### src/shared/dae_pkg.sv
/*
  Shared constants and carrier types of the dual alarm event detector:
  register offsets, field positions, reset values and source layout.
  Assumes a 16-bit register port driven by the serial interface front end.
*/
package dae_pkg;

  // ------------------------------------------------------------
  // register byte offsets
  // ------------------------------------------------------------
  localparam logic [7:0] DAE_FLASH_CNT_OFF = 8'h00;
  localparam logic [7:0] DAE_THR1_OFF = 8'h20;
  localparam logic [7:0] DAE_THR2_OFF = 8'h22;
  localparam logic [7:0] DAE_SMPL1_OFF = 8'h24;
  localparam logic [7:0] DAE_SMPL2_OFF = 8'h26;
  localparam logic [7:0] DAE_CTRL_OFF = 8'h28;
  localparam logic [7:0] DAE_STATUS_OFF = 8'h3C;

  // ------------------------------------------------------------
  // widths, fields and reset values
  // ------------------------------------------------------------
  localparam int DAE_DATA_W = 14;
  localparam int DAE_NUM_SRC = 8;
  localparam int DAE_SEL_W = 3;
  localparam int DAE_SUM_W = 23;
  localparam int DAE_FLASH_W = 15;
  localparam int DAE_THR_DIR_BIT = 15;
  localparam int DAE_THR_MAG_MSB = 13;
  localparam int DAE_SMPL_MSB = 7;
  localparam int DAE_STAT_ALM1_BIT = 8;
  localparam int DAE_STAT_ALM2_BIT = 9;
  localparam int DAE_CTRL_ALM1_LSB = 0;
  localparam int DAE_CTRL_ALM2_LSB = 8;
  localparam logic [15:0] DAE_REG_RST = 16'h0000;
  localparam logic [14:0] DAE_FLASH_RST = 15'h0000;

  // per-alarm control byte, alarm 1 in bits 7:0, alarm 2 in bits 15:8
  typedef struct packed {
    logic dio_line_two;
    logic dio_en;
    logic filtered;
    logic dynamic;
    logic spare;
    logic [DAE_SEL_W-1:0] src_sel;
  } dae_alm_cfg_t;

  // one output data register as seen by the alarms
  typedef struct packed {
    logic [DAE_DATA_W-1:0] filt;
    logic [DAE_DATA_W-1:0] raw;
    logic upd;
  } dae_src_t;

  // register port request
  typedef struct packed {
    logic wr;
    logic rd;
    logic [7:0] addr;
    logic [15:0] wdata;
  } dae_reg_req_t;

endpackage

### src/dae_alarm_chan.sv
/*
  One alarm channel: static or rate-of-change comparison of a 14-bit
  two's complement sample against a signed threshold magnitude.
  Assumes the sample and its valid strobe come from same-clock logic.
*/
`timescale 1ns/1ps
module dae_alarm_chan
  import dae_pkg::*;
(
  // clock and reset
  input wire logic clk_i,
  input wire logic resetn_i,
  // configuration
  input wire logic restart_i,
  input wire logic dynamic_i,
  input wire logic [15:0] thresh_i,
  input wire logic [7:0] nsamp_i,
  // sample
  input wire logic [DAE_DATA_W-1:0] sample_i,
  input wire logic sample_vld_i,
  // result
  output logic event_o,
  output logic active_o
);

  logic [DAE_DATA_W-1:0] prev_q, prev_d;
  logic have_prev_q, have_prev_d;
  logic signed [DAE_SUM_W-1:0] sum_q, sum_d;
  logic [7:0] cnt_q, cnt_d;
  logic event_q, event_d;
  logic active_q, active_d;

  logic signed [DAE_SUM_W-1:0] delta;
  logic signed [DAE_SUM_W-1:0] acc;
  logic signed [DAE_SUM_W-1:0] avg;
  logic signed [DAE_SUM_W-1:0] thr;
  logic signed [DAE_SUM_W-1:0] val;
  logic signed [DAE_SUM_W-1:0] div;
  logic [7:0] target;
  logic eval;
  logic hit;

  // ------------------------------------------------------------
  // comparison datapath
  // ------------------------------------------------------------
  always_comb begin
    // a zero count would divide by zero; treat it as one delta
    target = (nsamp_i[DAE_SMPL_MSB:0] == 8'h00) ? 8'h01 : nsamp_i[DAE_SMPL_MSB:0]; // RL11
    delta = DAE_SUM_W'($signed(sample_i)) - DAE_SUM_W'($signed(prev_q)); // RL12
    acc = sum_q + delta;
    div = $signed({{(DAE_SUM_W-8){1'b0}}, target});
    avg = acc / div; // RL13
    thr = DAE_SUM_W'($signed(thresh_i[DAE_THR_MAG_MSB:0])); // RL9
    val = dynamic_i ? avg : DAE_SUM_W'($signed(sample_i)); // RL7
    hit = thresh_i[DAE_THR_DIR_BIT] ? (val > thr) : (val < thr); // RL10
  end

  // ------------------------------------------------------------
  // next state
  // ------------------------------------------------------------
  always_comb begin
    prev_d = prev_q;
    have_prev_d = have_prev_q;
    sum_d = sum_q;
    cnt_d = cnt_q;
    event_d = 1'b0;
    active_d = active_q;
    eval = 1'b0;
    if (restart_i) begin
      // settings changed: drop the partial average
      have_prev_d = 1'b0;
      sum_d = '0;
      cnt_d = 8'h00;
      active_d = 1'b0;
    end else if (sample_vld_i) begin // RL17
      prev_d = sample_i;
      have_prev_d = 1'b1;
      if (!dynamic_i) begin
        eval = 1'b1;
      end else if (have_prev_q) begin
        if (cnt_q + 8'h01 >= target) begin
          eval = 1'b1;
          sum_d = '0;
          cnt_d = 8'h00;
        end else begin
          sum_d = acc;
          cnt_d = cnt_q + 8'h01;
        end
      end
      if (eval) begin
        event_d = hit; // RL4
        active_d = hit;
      end
    end
  end

  always_ff @(posedge clk_i or negedge resetn_i) begin
    if (!resetn_i) begin
      prev_q <= '0;
      have_prev_q <= 1'b0;
      sum_q <= '0;
      cnt_q <= 8'h00;
      event_q <= 1'b0;
      active_q <= 1'b0;
    end else begin
      prev_q <= prev_d;
      have_prev_q <= have_prev_d;
      sum_q <= sum_d;
      cnt_q <= cnt_d;
      event_q <= event_d;
      active_q <= active_d;
    end
  end

  assign event_o = event_q;
  assign active_o = active_q;

endmodule

### src/dae_detector.sv
/*
  Top of the dual alarm event detector: register file, flash write
  counter, source selection, status flags and digital line drive.
  Assumes the serial front end presents one-cycle read and write strobes
  on the same clock and that output data registers arrive with strobes.
*/
`timescale 1ns/1ps

// Functional notes
// RL1 - count every flash write, 32768 counts
// RL2 - counter wraps to zero past maximum
// RL3 - two independent alarm channels
// RL4 - event when source meets configured condition
// RL5 - any output data register selectable
// RL6 - filtered or unfiltered source per alarm
// RL7 - static value or dynamic rate comparison
// RL8 - own threshold and sample count each
// RL9 - threshold bits 13:0 magnitude, 14 unused
// RL10 - threshold bit 15 picks direction
// RL11 - sample count bits 7:0, upper unused
// RL12 - delta is next minus previous sample
// RL13 - average deltas then compare to threshold
// RL14 - shared control picks source, mode, filter, lines
// RL15 - status bit 9 alarm two, 8 alarm one
// RL16 - status sticky until read, read clears all
// RL17 - re-evaluate on each source update; in dynamic mode the code compares only after each full sample count of deltas
// RL18 - routed line asserted while alarm active
module dae_detector
  import dae_pkg::*;
(
  // clock and reset
  input wire logic clk_i,
  input wire logic resetn_i,
  // register port
  input wire dae_reg_req_t reg_req_i,
  output logic [15:0] reg_rdata_o,
  output logic reg_rvalid_o,
  // output data registers under watch
  input wire dae_src_t [DAE_NUM_SRC-1:0] src_i,
  // flash controller
  input wire logic flash_write_i,
  input wire logic flash_restore_i,
  input wire logic [15:0] flash_restore_val_i,
  // digital lines
  output logic general_io_line_one_o,
  output logic general_io_line_two_o,
  output logic alarm1_active_o,
  output logic alarm2_active_o
);

  logic [15:0] thr1_q, thr1_d;
  logic [15:0] thr2_q, thr2_d;
  logic [15:0] smpl1_q, smpl1_d;
  logic [15:0] smpl2_q, smpl2_d;
  logic [15:0] ctrl_q, ctrl_d;
  logic [DAE_FLASH_W-1:0] flash_cnt_q, flash_cnt_d;
  logic alm1_stat_q, alm1_stat_d;
  logic alm2_stat_q, alm2_stat_d;
  logic [15:0] rdata_q, rdata_d;
  logic rvalid_q, rvalid_d;
  logic line_one_q, line_one_d;
  logic line_two_q, line_two_d;

  dae_alm_cfg_t cfg1, cfg2;
  dae_src_t sel1, sel2;
  logic [DAE_DATA_W-1:0] smp1, smp2;
  logic restart1, restart2;
  logic ev1, ev2;
  logic act1, act2;
  logic stat_rd;
  logic [15:0] status_word;
  logic wr_thr1, wr_thr2, wr_smpl1, wr_smpl2, wr_ctrl;
  logic ctrl1_chg, ctrl2_chg;

  // ------------------------------------------------------------
  // register write decode
  // ------------------------------------------------------------
  always_comb begin
    wr_thr1 = reg_req_i.wr && (reg_req_i.addr == DAE_THR1_OFF);
    wr_thr2 = reg_req_i.wr && (reg_req_i.addr == DAE_THR2_OFF);
    wr_smpl1 = reg_req_i.wr && (reg_req_i.addr == DAE_SMPL1_OFF);
    wr_smpl2 = reg_req_i.wr && (reg_req_i.addr == DAE_SMPL2_OFF);
    wr_ctrl = reg_req_i.wr && (reg_req_i.addr == DAE_CTRL_OFF);
    // rewriting a control byte with its old value leaves that channel running
    ctrl1_chg = wr_ctrl && (reg_req_i.wdata[DAE_CTRL_ALM1_LSB +: 8] != ctrl_q[DAE_CTRL_ALM1_LSB +: 8]);
    ctrl2_chg = wr_ctrl && (reg_req_i.wdata[DAE_CTRL_ALM2_LSB +: 8] != ctrl_q[DAE_CTRL_ALM2_LSB +: 8]);
  end

  // ------------------------------------------------------------
  // control decode and source selection
  // ------------------------------------------------------------
  always_comb begin
    cfg1 = dae_alm_cfg_t'(ctrl_q[DAE_CTRL_ALM1_LSB +: 8]); // RL14
    cfg2 = dae_alm_cfg_t'(ctrl_q[DAE_CTRL_ALM2_LSB +: 8]); // RL14
    sel1 = src_i[cfg1.src_sel]; // RL5
    sel2 = src_i[cfg2.src_sel]; // RL5
    smp1 = cfg1.filtered ? sel1.filt : sel1.raw; // RL6
    smp2 = cfg2.filtered ? sel2.filt : sel2.raw; // RL6
    // a change to any setting of a channel restarts its averaging
    restart1 = wr_thr1 || wr_smpl1 || ctrl1_chg;
    restart2 = wr_thr2 || wr_smpl2 || ctrl2_chg;
  end

  // ------------------------------------------------------------
  // alarm channels
  // ------------------------------------------------------------
  dae_alarm_chan u_alarm1 ( // RL3
    .clk_i(clk_i),
    .resetn_i(resetn_i),
    .restart_i(restart1),
    .dynamic_i(cfg1.dynamic),
    .thresh_i(thr1_q), // RL8
    .nsamp_i(smpl1_q[7:0]), // RL8
    .sample_i(smp1),
    .sample_vld_i(sel1.upd), // RL17
    .event_o(ev1),
    .active_o(act1)
  );

  dae_alarm_chan u_alarm2 ( // RL3
    .clk_i(clk_i),
    .resetn_i(resetn_i),
    .restart_i(restart2),
    .dynamic_i(cfg2.dynamic),
    .thresh_i(thr2_q), // RL8
    .nsamp_i(smpl2_q[7:0]), // RL8
    .sample_i(smp2),
    .sample_vld_i(sel2.upd), // RL17
    .event_o(ev2),
    .active_o(act2)
  );

  // ------------------------------------------------------------
  // register file next state
  // ------------------------------------------------------------
  always_comb begin
    thr1_d = thr1_q;
    thr2_d = thr2_q;
    smpl1_d = smpl1_q;
    smpl2_d = smpl2_q;
    ctrl_d = ctrl_q;
    if (reg_req_i.wr) begin
      case (reg_req_i.addr)
        DAE_THR1_OFF: begin
          thr1_d = reg_req_i.wdata & 16'hBFFF; // RL9
        end
        DAE_THR2_OFF: begin
          thr2_d = reg_req_i.wdata & 16'hBFFF; // RL9
        end
        DAE_SMPL1_OFF: begin
          smpl1_d = reg_req_i.wdata & 16'h00FF; // RL11
        end
        DAE_SMPL2_OFF: begin
          smpl2_d = reg_req_i.wdata & 16'h00FF; // RL11
        end
        DAE_CTRL_OFF: begin
          ctrl_d = reg_req_i.wdata;
        end
        default: begin
          ctrl_d = ctrl_q;
        end
      endcase
    end
  end

  always_ff @(posedge clk_i or negedge resetn_i) begin
    if (!resetn_i) begin
      thr1_q <= DAE_REG_RST;
      thr2_q <= DAE_REG_RST;
      smpl1_q <= DAE_REG_RST;
      smpl2_q <= DAE_REG_RST;
      ctrl_q <= DAE_REG_RST;
    end else begin
      thr1_q <= thr1_d;
      thr2_q <= thr2_d;
      smpl1_q <= smpl1_d;
      smpl2_q <= smpl2_d;
      ctrl_q <= ctrl_d;
    end
  end

  // ------------------------------------------------------------
  // flash write counter
  // ------------------------------------------------------------
  always_comb begin
    flash_cnt_d = flash_cnt_q;
    if (flash_restore_i) begin
      // count held in flash is reloaded at power up; it survives resets that way
      flash_cnt_d = flash_restore_val_i[DAE_FLASH_W-1:0];
    end else if (flash_write_i) begin
      flash_cnt_d = flash_cnt_q + 15'h0001; // RL1 RL2
    end
  end

  always_ff @(posedge clk_i or negedge resetn_i) begin
    if (!resetn_i) begin
      flash_cnt_q <= DAE_FLASH_RST;
    end else begin
      flash_cnt_q <= flash_cnt_d;
    end
  end

  // ------------------------------------------------------------
  // status flags
  // ------------------------------------------------------------
  always_comb begin
    stat_rd = reg_req_i.rd && (reg_req_i.addr == DAE_STATUS_OFF);
    status_word = 16'h0000;
    status_word[DAE_STAT_ALM1_BIT] = alm1_stat_q; // RL15
    status_word[DAE_STAT_ALM2_BIT] = alm2_stat_q; // RL15
    // a new event in the cycle of the clearing read is kept
    alm1_stat_d = ev1 ? 1'b1 : (stat_rd ? 1'b0 : alm1_stat_q); // RL16
    alm2_stat_d = ev2 ? 1'b1 : (stat_rd ? 1'b0 : alm2_stat_q); // RL16
  end

  always_ff @(posedge clk_i or negedge resetn_i) begin
    if (!resetn_i) begin
      alm1_stat_q <= 1'b0;
      alm2_stat_q <= 1'b0;
    end else begin
      alm1_stat_q <= alm1_stat_d;
      alm2_stat_q <= alm2_stat_d;
    end
  end

  // ------------------------------------------------------------
  // register read path
  // ------------------------------------------------------------
  always_comb begin
    rvalid_d = reg_req_i.rd;
    rdata_d = rdata_q;
    if (reg_req_i.rd) begin
      case (reg_req_i.addr)
        DAE_FLASH_CNT_OFF: begin
          rdata_d = {1'b0, flash_cnt_q};
        end
        DAE_THR1_OFF: begin
          rdata_d = thr1_q;
        end
        DAE_THR2_OFF: begin
          rdata_d = thr2_q;
        end
        DAE_SMPL1_OFF: begin
          rdata_d = smpl1_q;
        end
        DAE_SMPL2_OFF: begin
          rdata_d = smpl2_q;
        end
        DAE_CTRL_OFF: begin
          rdata_d = ctrl_q;
        end
        DAE_STATUS_OFF: begin
          rdata_d = status_word;
        end
        default: begin
          rdata_d = 16'h0000;
        end
      endcase
    end
  end

  // read data holds between reads so a slow front end can fetch it late
  always_ff @(posedge clk_i or negedge resetn_i) begin
    if (!resetn_i) begin
      rdata_q <= 16'h0000;
      rvalid_q <= 1'b0;
    end else begin
      rdata_q <= rdata_d;
      rvalid_q <= rvalid_d;
    end
  end

  // ------------------------------------------------------------
  // digital line drive
  // ------------------------------------------------------------
  always_comb begin
    line_one_d = (cfg1.dio_en && !cfg1.dio_line_two && act1) ||
                 (cfg2.dio_en && !cfg2.dio_line_two && act2); // RL18
    line_two_d = (cfg1.dio_en && cfg1.dio_line_two && act1) ||
                 (cfg2.dio_en && cfg2.dio_line_two && act2); // RL18
  end

  // registered lines trail the alarm state by one cycle but never glitch
  always_ff @(posedge clk_i or negedge resetn_i) begin
    if (!resetn_i) begin
      line_one_q <= 1'b0;
      line_two_q <= 1'b0;
    end else begin
      line_one_q <= line_one_d;
      line_two_q <= line_two_d;
    end
  end

  assign reg_rdata_o = rdata_q;
  assign reg_rvalid_o = rvalid_q;
  assign general_io_line_one_o = line_one_q;
  assign general_io_line_two_o = line_two_q;
  assign alarm1_active_o = act1;
  assign alarm2_active_o = act2;

endmodule

### config.mk
export PLATFORM = sky130hd
export DESIGN_NAME = dae_detector
export DESIGN_NICKNAME = d
export VERILOG_FILES = /design/src/shared/dae_pkg.sv /design/src/dae_alarm_chan.sv /design/src/dae_detector.sv
export SDC_FILE = /design/constraint.sdc
export NUM_CORES = 2
export LEC_CHECK = 0
export BUFFER_PORTS_ARGS = -buffer_cell sky130_fd_sc_hd__buf_2
export CORE_MARGIN = 2
export CORE_UTILIZATION = 60
export CTS_BUF_LIST = sky130_fd_sc_hd__clkbuf_8
export DETAILED_ROUTE_END_ITERATION = 12
export PLACE_DENSITY = 0.76
export SLEW_MARGIN = 20
export SYNTH_ARGS = -nofsm -noshare
export SYNTH_HDL_FRONTEND = slang
export SYNTH_SLANG_ARGS = --single-unit
### constraint.sdc
create_clock -name clk_i -period 79.6 [get_ports clk_i]
set_input_delay 11.94 -clock clk_i [delete_from_list [all_inputs] [get_ports clk_i]]
set_output_delay 11.94 -clock clk_i [all_outputs]
set_load 0.05 [all_outputs]
After elaboration in Yosys (flattened, before gate mapping)
Cells that the tools add are included.

word-level totals
  flip-flop bits (word level) = 194
  input port bits = 278
  output and inout bits = 21
  word-level logic and storage cells = 164

cells by class
  $add $sub $neg = 7
  div/mod/pow operators = 2
  magnitude comparators = 8
  equality and inequality tests = 8
  multiplexer cells = 64
  bitwise gates (word level) = 2
  reduce and logical (&&, ||, !) cells = 49

operators by type and width
  kind                                                                   number
  23-bit two-way mux                                                     12
  29-bit binary-select mux with 3-bit select                             2
  16-bit one-hot mux with 7 select lines                                 1
  8-bit two-way mux                                                      12
  29-bit two-way mux                                                     2
  8-bit by 6-bit == test with 1-bit output (second input constant)       6
  23-bit adder                                                           2
  23-bit by 9-bit divider with 23-bit output                             2
  23-bit by 14-bit > comparator with 1-bit output                        2
  23-bit by 14-bit < comparator with 1-bit output                        2
  1-bit two-way mux                                                      31
  15-bit two-way mux                                                     2
  14-bit by 14-bit subtractor with 15-bit output                         2
  14-bit two-way mux                                                     2
  8-bit zero test                                                        3
  2-bit nonzero test                                                     11
  2-bit AND reduction                                                    9
  8-bit by 1-bit adder with 8-bit output (second input constant)         2
  8-bit greater-or-equal comparator                                      2
  1-bit logical AND                                                      16
  8-bit != test                                                          2
  15-bit by 1-bit adder with 15-bit output (second input constant)       1
  3-bit by 4-bit < comparator with 1-bit output (second input constant)  2
  1-bit logical OR                                                       6
  3 further kinds                                                        6

Longest topological paths before layout
  depth after elaboration = 12
  depth in mapped cells = 363
  gate-level depth less buffers = 336

By module
From an unflattened synthesis, not the netlist that was laid out.

second synthesis, totals
  cell total of the unflattened synthesis = 5,295
  area total of the unflattened synthesis = 41,866.4 sq um

modules (own cells, without submodules)
  module                      times used  cells an instance  area an instance (sq um)  seq. area each (sq um)
  dae_alarm_chan at u_alarm1  1           2,394              17,061.4                  1,201.2
  dae_alarm_chan at u_alarm2  1           2,284              16,493.3                  1,201.2
  dae_detector                1           617                8,311.7                   2,452.4

Worst setup path before layout
No wires, ideal clock.

  path kind = input to register
  start = in src_i[219] in the netlist's numbering
  end = reg u_alarm2.active_q (netlist: u_alarm2.active_o)
  library setup time = 0.120 ns
  arrival time = 74.685 ns
  required time = 79.480 ns
  path slack = 4.794 ns
  stages on the path = 348
  path buffers = 27
  cell sequence = mux4_2 -> mux4_2 -> ha_1 -> a21o_1 -> a21o_1 -> a21o_1 -> a21o_1 -> a21o_1 -> nand2_1 -> a21oi_1 -> o21ai_0 -> nand2_1 -> a21o_1 -> a21oi_1 -> o21bai_1 -> a21oi_1 -> xnor2_1 -> ha_1 -> [312 not listed] -> ha_1 -> a21oi_1 -> nor2b_1 -> o21ai_0 -> nand2b_1 -> a21oi_1 -> nor2b_1 -> o21ai_0 -> nand2b_1 -> a21oi_1 -> nand2_1 -> a21oi_1 -> nand3_1 -> o21ai_0 -> a31oi_1 -> mux2i_1 -> nor3_1 -> a31o_2

between the ends
  cells in the longest elaborated chain, start to end = 12
  elaborated cells on any way between the ends = 13
  classes of those cells = add/sub (2); div (1); order compare (2); mux (8)

RTL lines
  element                                                                                                             line                   RTL
  start, declared                                                                                                     dae_detector.sv:39     input wire dae_src_t [DAE_NUM_SRC-1:0] src_i,
  29-bit binary-select mux with 3-bit select *                                                                        dae_detector.sv:96     sel2 = src_i[cfg2.src_sel];
  29-bit two-way mux (not written as such) *                                                                          dae_detector.sv:96
  14-bit two-way mux *                                                                                                dae_detector.sv:98     smp2 = cfg2.filtered ? sel2.filt : sel2.raw;
  named net smp2[1]                                                                                                   dae_detector.sv:66     logic [DAE_DATA_W-1:0] smp1, smp2;
  14-bit by 14-bit subtractor with 15-bit output                                                                      dae_alarm_chan.sv:49   delta = DAE_SUM_W'($signed(sample_i)) - DAE_SUM_W'($signed(prev_q));
  23-bit adder                                                                                                        dae_alarm_chan.sv:50   acc = sum_q + delta;
  23-bit by 9-bit divider with 23-bit output                                                                          dae_alarm_chan.sv:52   avg = acc / div;
  23-bit two-way mux *                                                                                                dae_alarm_chan.sv:54   val = dynamic_i ? avg : DAE_SUM_W'($signed(sample_i));
  23-bit by 14-bit < comparator with 1-bit output or 23-bit by 14-bit > comparator with 1-bit output (tied branches)  dae_alarm_chan.sv:55   hit = thresh_i[DAE_THR_DIR_BIT] ? (val > thr) : (val < thr);
  1-bit two-way mux *                                                                                                 dae_alarm_chan.sv:55
  1-bit two-way mux *                                                                                                 dae_alarm_chan.sv:90   if (eval) begin
  1-bit two-way mux *                                                                                                 dae_alarm_chan.sv:75   end else if (sample_vld_i) begin
  1-bit two-way mux *                                                                                                 dae_alarm_chan.sv:69   if (restart_i) begin
  end signal, assigned                                                                                                dae_alarm_chan.sv:111  active_q <= active_d;
  end, declared                                                                                                       dae_alarm_chan.sv:31   logic active_q, active_d;

Mark *: on every way through the listed nets, which the timed path passes. The rest lies on a longest branch. The select of a mux whose other input is x is not followed.
A chain may end at the register's enable or synchronous reset.

Worst setup path after layout
  start = in src_i[89] in the netlist's numbering
  end = reg u_alarm2.active_q (netlist: u_alarm2.active_o)

The elaborated chain is that of the path after synthesis.

==> run summary <==
===============================================================================================
Post-Route Utilization ...........................................................        67.4%
Total count of hold-check failures in the final report ...........................            0
Pin count of the biggest net entering global routing .............................           74
Final Cycle Share ................................................................        95.0%
Delay contributed by the slowest stage of the critical path ......................      0.65 ns
Slew margin rel. .................................................................        21.0%
Cell at the root of the clock tree ...............................................     clkbuf_8
Count of vias placed by the detailed router ......................................        43400
Max-slew violation count .........................................................            0
Final-report setup violation count ...............................................            0
Final routed wirelength across all metal layers ..................................    142000 um
Number of I/O pins ...............................................................          299
First-pass GRT wire length .......................................................    221000 um
Residual DRC count ...............................................................            0
Violation count after the first detailed-routing iteration .......................         3887
Clock latency on the worst-skew pair .............................................      0.53 ns
DR WL/cell .......................................................................      22.1 um
Clock input transition at the sequential cells of the worst setup and hold paths .      0.12 ns
NumNets Final ....................................................................         6246
Synth cell types .................................................................          136
Worst endpoint required time .....................................................     80.02 ns
Worst hold slack .................................................................     0.492 ns
Fraction of layout instances using a drive strength above 1 ......................        20.2%
Post-route setup TNS .............................................................         0 ns
Final RePlAce weighted congestion ................................................         1.08
Tmin final .......................................................................     75.60 ns
Start-to-end type of the worst setup path ........................................       in2reg
Area inside the core boundary ....................................................   0.0674 mm2
CP Capture Type ..................................................................    flip-flop
Post-detailed-route via-to-cell ratio ............................................         6.78
Worst hold-check path type .......................................................      reg2reg
Fraction of registers with async set/reset .......................................         100%
Vias in the first global route ...................................................        40900
Synth Flop Type ..................................................................      dfrtp_1
Highest Signal Layer .............................................................         met5
# fillers ........................................................................         5843
Sequential fraction of the synthesis area ........................................        11.9%
Setup crit start .................................................................    src_i[89]
Total grt overflow ...............................................................            0
Pre-antenna DRT Iters ............................................................            7
Data arrival, critical path ......................................................     76.02 ns
Post-synth EDFFs .................................................................            0
Number of register bits inferred by synthesis ....................................          194
Antenna violations before repair .................................................           22
CP startpoint kind ............................................................... primary input
Overall die area .................................................................   0.0703 mm2
Most Frequent Cell on Critical Path ..............................................       o21a_1
Post-synthesis net count .........................................................         5890
Vertical die dimension ...........................................................       265 um
Synthesis-to-finish area growth ..................................................        10.9%
Warnings, synthesis ..............................................................            0
Start of the worst register-to-register path .....................................    ctrl_q[8]
Number of nets still failing antenna checks after routing ........................            0
Number of buffers inserted during clock tree synthesis ...........................           17
Deepest clock path buffer count ..................................................            2
CTS tree .........................................................................        built
TritonCTS Sinks ..................................................................          194
IO Port Bufs .....................................................................          297
Met2 routed WL ...................................................................     63500 um
WL met3 ..........................................................................     13300 um
GR Util All Layers ...............................................................        39.1%
Clock H-tree levels ..............................................................            4
Worst Max-Slew Pin Slew ..........................................................      1.18 ns
Critical hold path startpoint ....................................................  alm1_stat_q
Run status ....................................................................... complete, no violations
Number of maximum-capacitance violations .........................................            0
Setup skew after layout ..........................................................    0.0242 ns
Row count ........................................................................           95
Synth Cell Area ..................................................................   0.0409 mm2
Maximum fanout along the worst path ..............................................           18
Post-route met1 wirelength .......................................................     57500 um
FMAX .............................................................................     13.2 MHz
Cell at the slowest stage of the critical path ...................................       mux4_2
Mean area per synthesized cell ...................................................     7.95 um2
Initial standard-cell utilization of the core ....................................        60.8%
Detail Placement HPWL ............................................................    114000 um
Cell count after synthesis .......................................................         5149
Die Wd ...........................................................................       265 um
===============================================================================================
-- cell type report --
class,count,area (um2),share of cell area [%]
antenna,17,42.5,0.0937
clock buffer,17,234,0.515
clock inverter,15,140,0.309
inverter,196,736,1.62
multi-input combinational,4579,35100,77.4
sequential,194,4860,10.7
tap,873,1090,2.41
timing repair buffer,517,3170,6.97
-- metal layers --
metal  up-vias  global-route usage [%]
met3       411                    11.0
met5         -                       0
met1     20700                    49.0
met2      1833                    62.8
met4        10                    17.6
li1      20500                       -
-- repair_timing --
action                                 4_1_cts  5_1_grt
setup endpoints to repair                    0        4
setup buffers                                0       37
hold buffers                                 0        0
endpoints found under the hold margin        0        0
resized for setup                            0      120
-- sequential cells by signal (all words and copies together), names as in the netlist, 14 cells and up --
name	cells
ctrl_q	16
u_alarm1.sum_q	23
thr1_q	15
flash_cnt_q	15
thr2_q	15
reg_rdata_o	16
u_alarm2.sum_q	23
u_alarm2.prev_q	14
u_alarm1.prev_q	14
-- worst paths after layout --
path | endpoint | slack [ns] | cells past startpoint
max | u_alarm2.active_o | 4.00 | 336
min | alm1_stat_q | 0.49 | 1
max reg2reg | u_alarm2.active_o | 14.17 | 338
min reg2reg | alm1_stat_q | 0.49 | 1
max in group asynchronous | ctrl_q[0] | 65.93 | 3
min in group asynchronous | u_alarm2.sum_q[2] | 11.37 | 1
-- cells in the mapped netlist, drive strengths merged, types with 14 or more instances --
| library cell | n | area [um2] |
|---|---|---|
| or2 | 56 | 350 |
| a22o | 34 | 298 |
| clkbuf | 129 | 484 |
| nor2b | 64 | 408 |
| mux4 | 144 | 3240 |
| a21oi | 323 | 1650 |
| o211a | 21 | 218 |
| or4 | 16 | 128 |
| buf | 51 | 245 |
| a211oi | 55 | 448 |
| o2111ai | 17 | 173 |
| or3 | 71 | 464 |
| xor2 | 83 | 727 |
| a211o | 21 | 184 |
| xnor2 | 163 | 1430 |
| nor3 | 288 | 1510 |
| o211ai | 58 | 445 |
| o21a | 243 | 1820 |
| and3 | 51 | 319 |
| mux2 | 173 | 1950 |
| o31ai | 90 | 681 |
| a21boi | 23 | 180 |
| a221oi | 14 | 140 |
| a31oi | 63 | 413 |
| inv | 194 | 728 |
| nand2 | 407 | 1530 |
| o21ai | 307 | 1550 |
| nand4 | 88 | 563 |
| o21bai | 14 | 105 |
| dfrtp | 194 | 4850 |
| a22oi | 26 | 214 |
| ha | 459 | 5740 |
| o22ai | 17 | 106 |
| mux2i | 69 | 727 |
| nand2b | 67 | 419 |
| and2 | 65 | 407 |
| nor2 | 478 | 1810 |
| and4 | 20 | 175 |
| a21o | 96 | 721 |
| nor4 | 50 | 449 |
| nand3 | 120 | 623 |
-- cell families (layout without fill, tap and decap cells) --
| kind of cell | after synthesis | count (layout) | share of synthesized area, % |
|---|---|---|---|
| AND/OR/NAND/NOR | 1889 | 1889 | 23.5 |
| AO/OA/AOI/OAI | 1594 | 1594 | 27.1 |
| adder cells (fa/ha/maj) | 464 | 464 | 14.2 |
| multiplexers | 386 | 386 | 14.5 |
| buffers and inverters | 376 | 745 | 3.58 |
| XOR/XNOR | 246 | 246 | 5.26 |
| flip-flops | 194 | 194 | 11.9 |
| other | 0 | 17 | 0 |
-- stage by stage --
| stage | setup slack, ns | cells | area [um2] |
|---|---|---|---|
| 3_3_place_gp | 2.00 | 6322 | 44200 |
| 2_1_floorplan | 4.79 | 5149 | 40900 |
| 4_1_cts | 0.894 | 6354 | 44600 |
| 5_1_grt | -0.259 | 6402 | 45400 |
| 3_5_place_dp | 0.701 | 6322 | 44200 |
| 6_report | 4.00 | 6408 | 45400 |
-- worst max-delay path, delay by kind of cell --
kind	cells	cell delay (ns)
AOI/OAI and AO/OA	176	31.65
and+or+nand+nor	96	17.55
adders and majority gates	27	7.72
buffers and inverters	25	3.36
muxes	10	3.24
xor gates and xnor gates	2	0.37
-- cell usage in the layout (no fill, tap or decap), types with 37 or more instances in the layout --
| cell type | netlist | final |
|---|---|---|
| mux2i_1 | 64 | 61 |
| nor2b_1 | 63 | 60 |
| nor2_1 | 472 | 464 |
| nand4_1 | 86 | 86 |
| nand3_1 | 117 | 116 |
| buf_2 | 25 | 296 |
| o21a_1 | 243 | 240 |
| mux4_2 | 144 | 144 |
| o21ai_0 | 275 | 262 |
| ha_1 | 459 | 458 |
| inv_1 | 193 | 193 |
| dfrtp_1 | 194 | 190 |
| and2_1 | 64 | 64 |
| a21o_1 | 96 | 93 |
| xor2_1 | 83 | 82 |
| nand2b_1 | 67 | 65 |
| o211ai_1 | 56 | 56 |
| or3_1 | 67 | 66 |
| xnor2_1 | 163 | 161 |
| o31ai_1 | 89 | 88 |
| a21oi_1 | 317 | 295 |
| mux2_2 | 169 | 169 |
| nand2_1 | 405 | 401 |
| nor3_1 | 277 | 272 |
| or2_2 | 45 | 45 |
| nor4_1 | 38 | 37 |
| a211oi_1 | 48 | 47 |
| and3_1 | 51 | 50 |
| buf_4 | 2 | 217 |
| a31oi_1 | 60 | 56 |
Power is left out: the tool's default activity adds up to more than one toggle a clock period on the data nets, which glitch-free logic cannot reach.
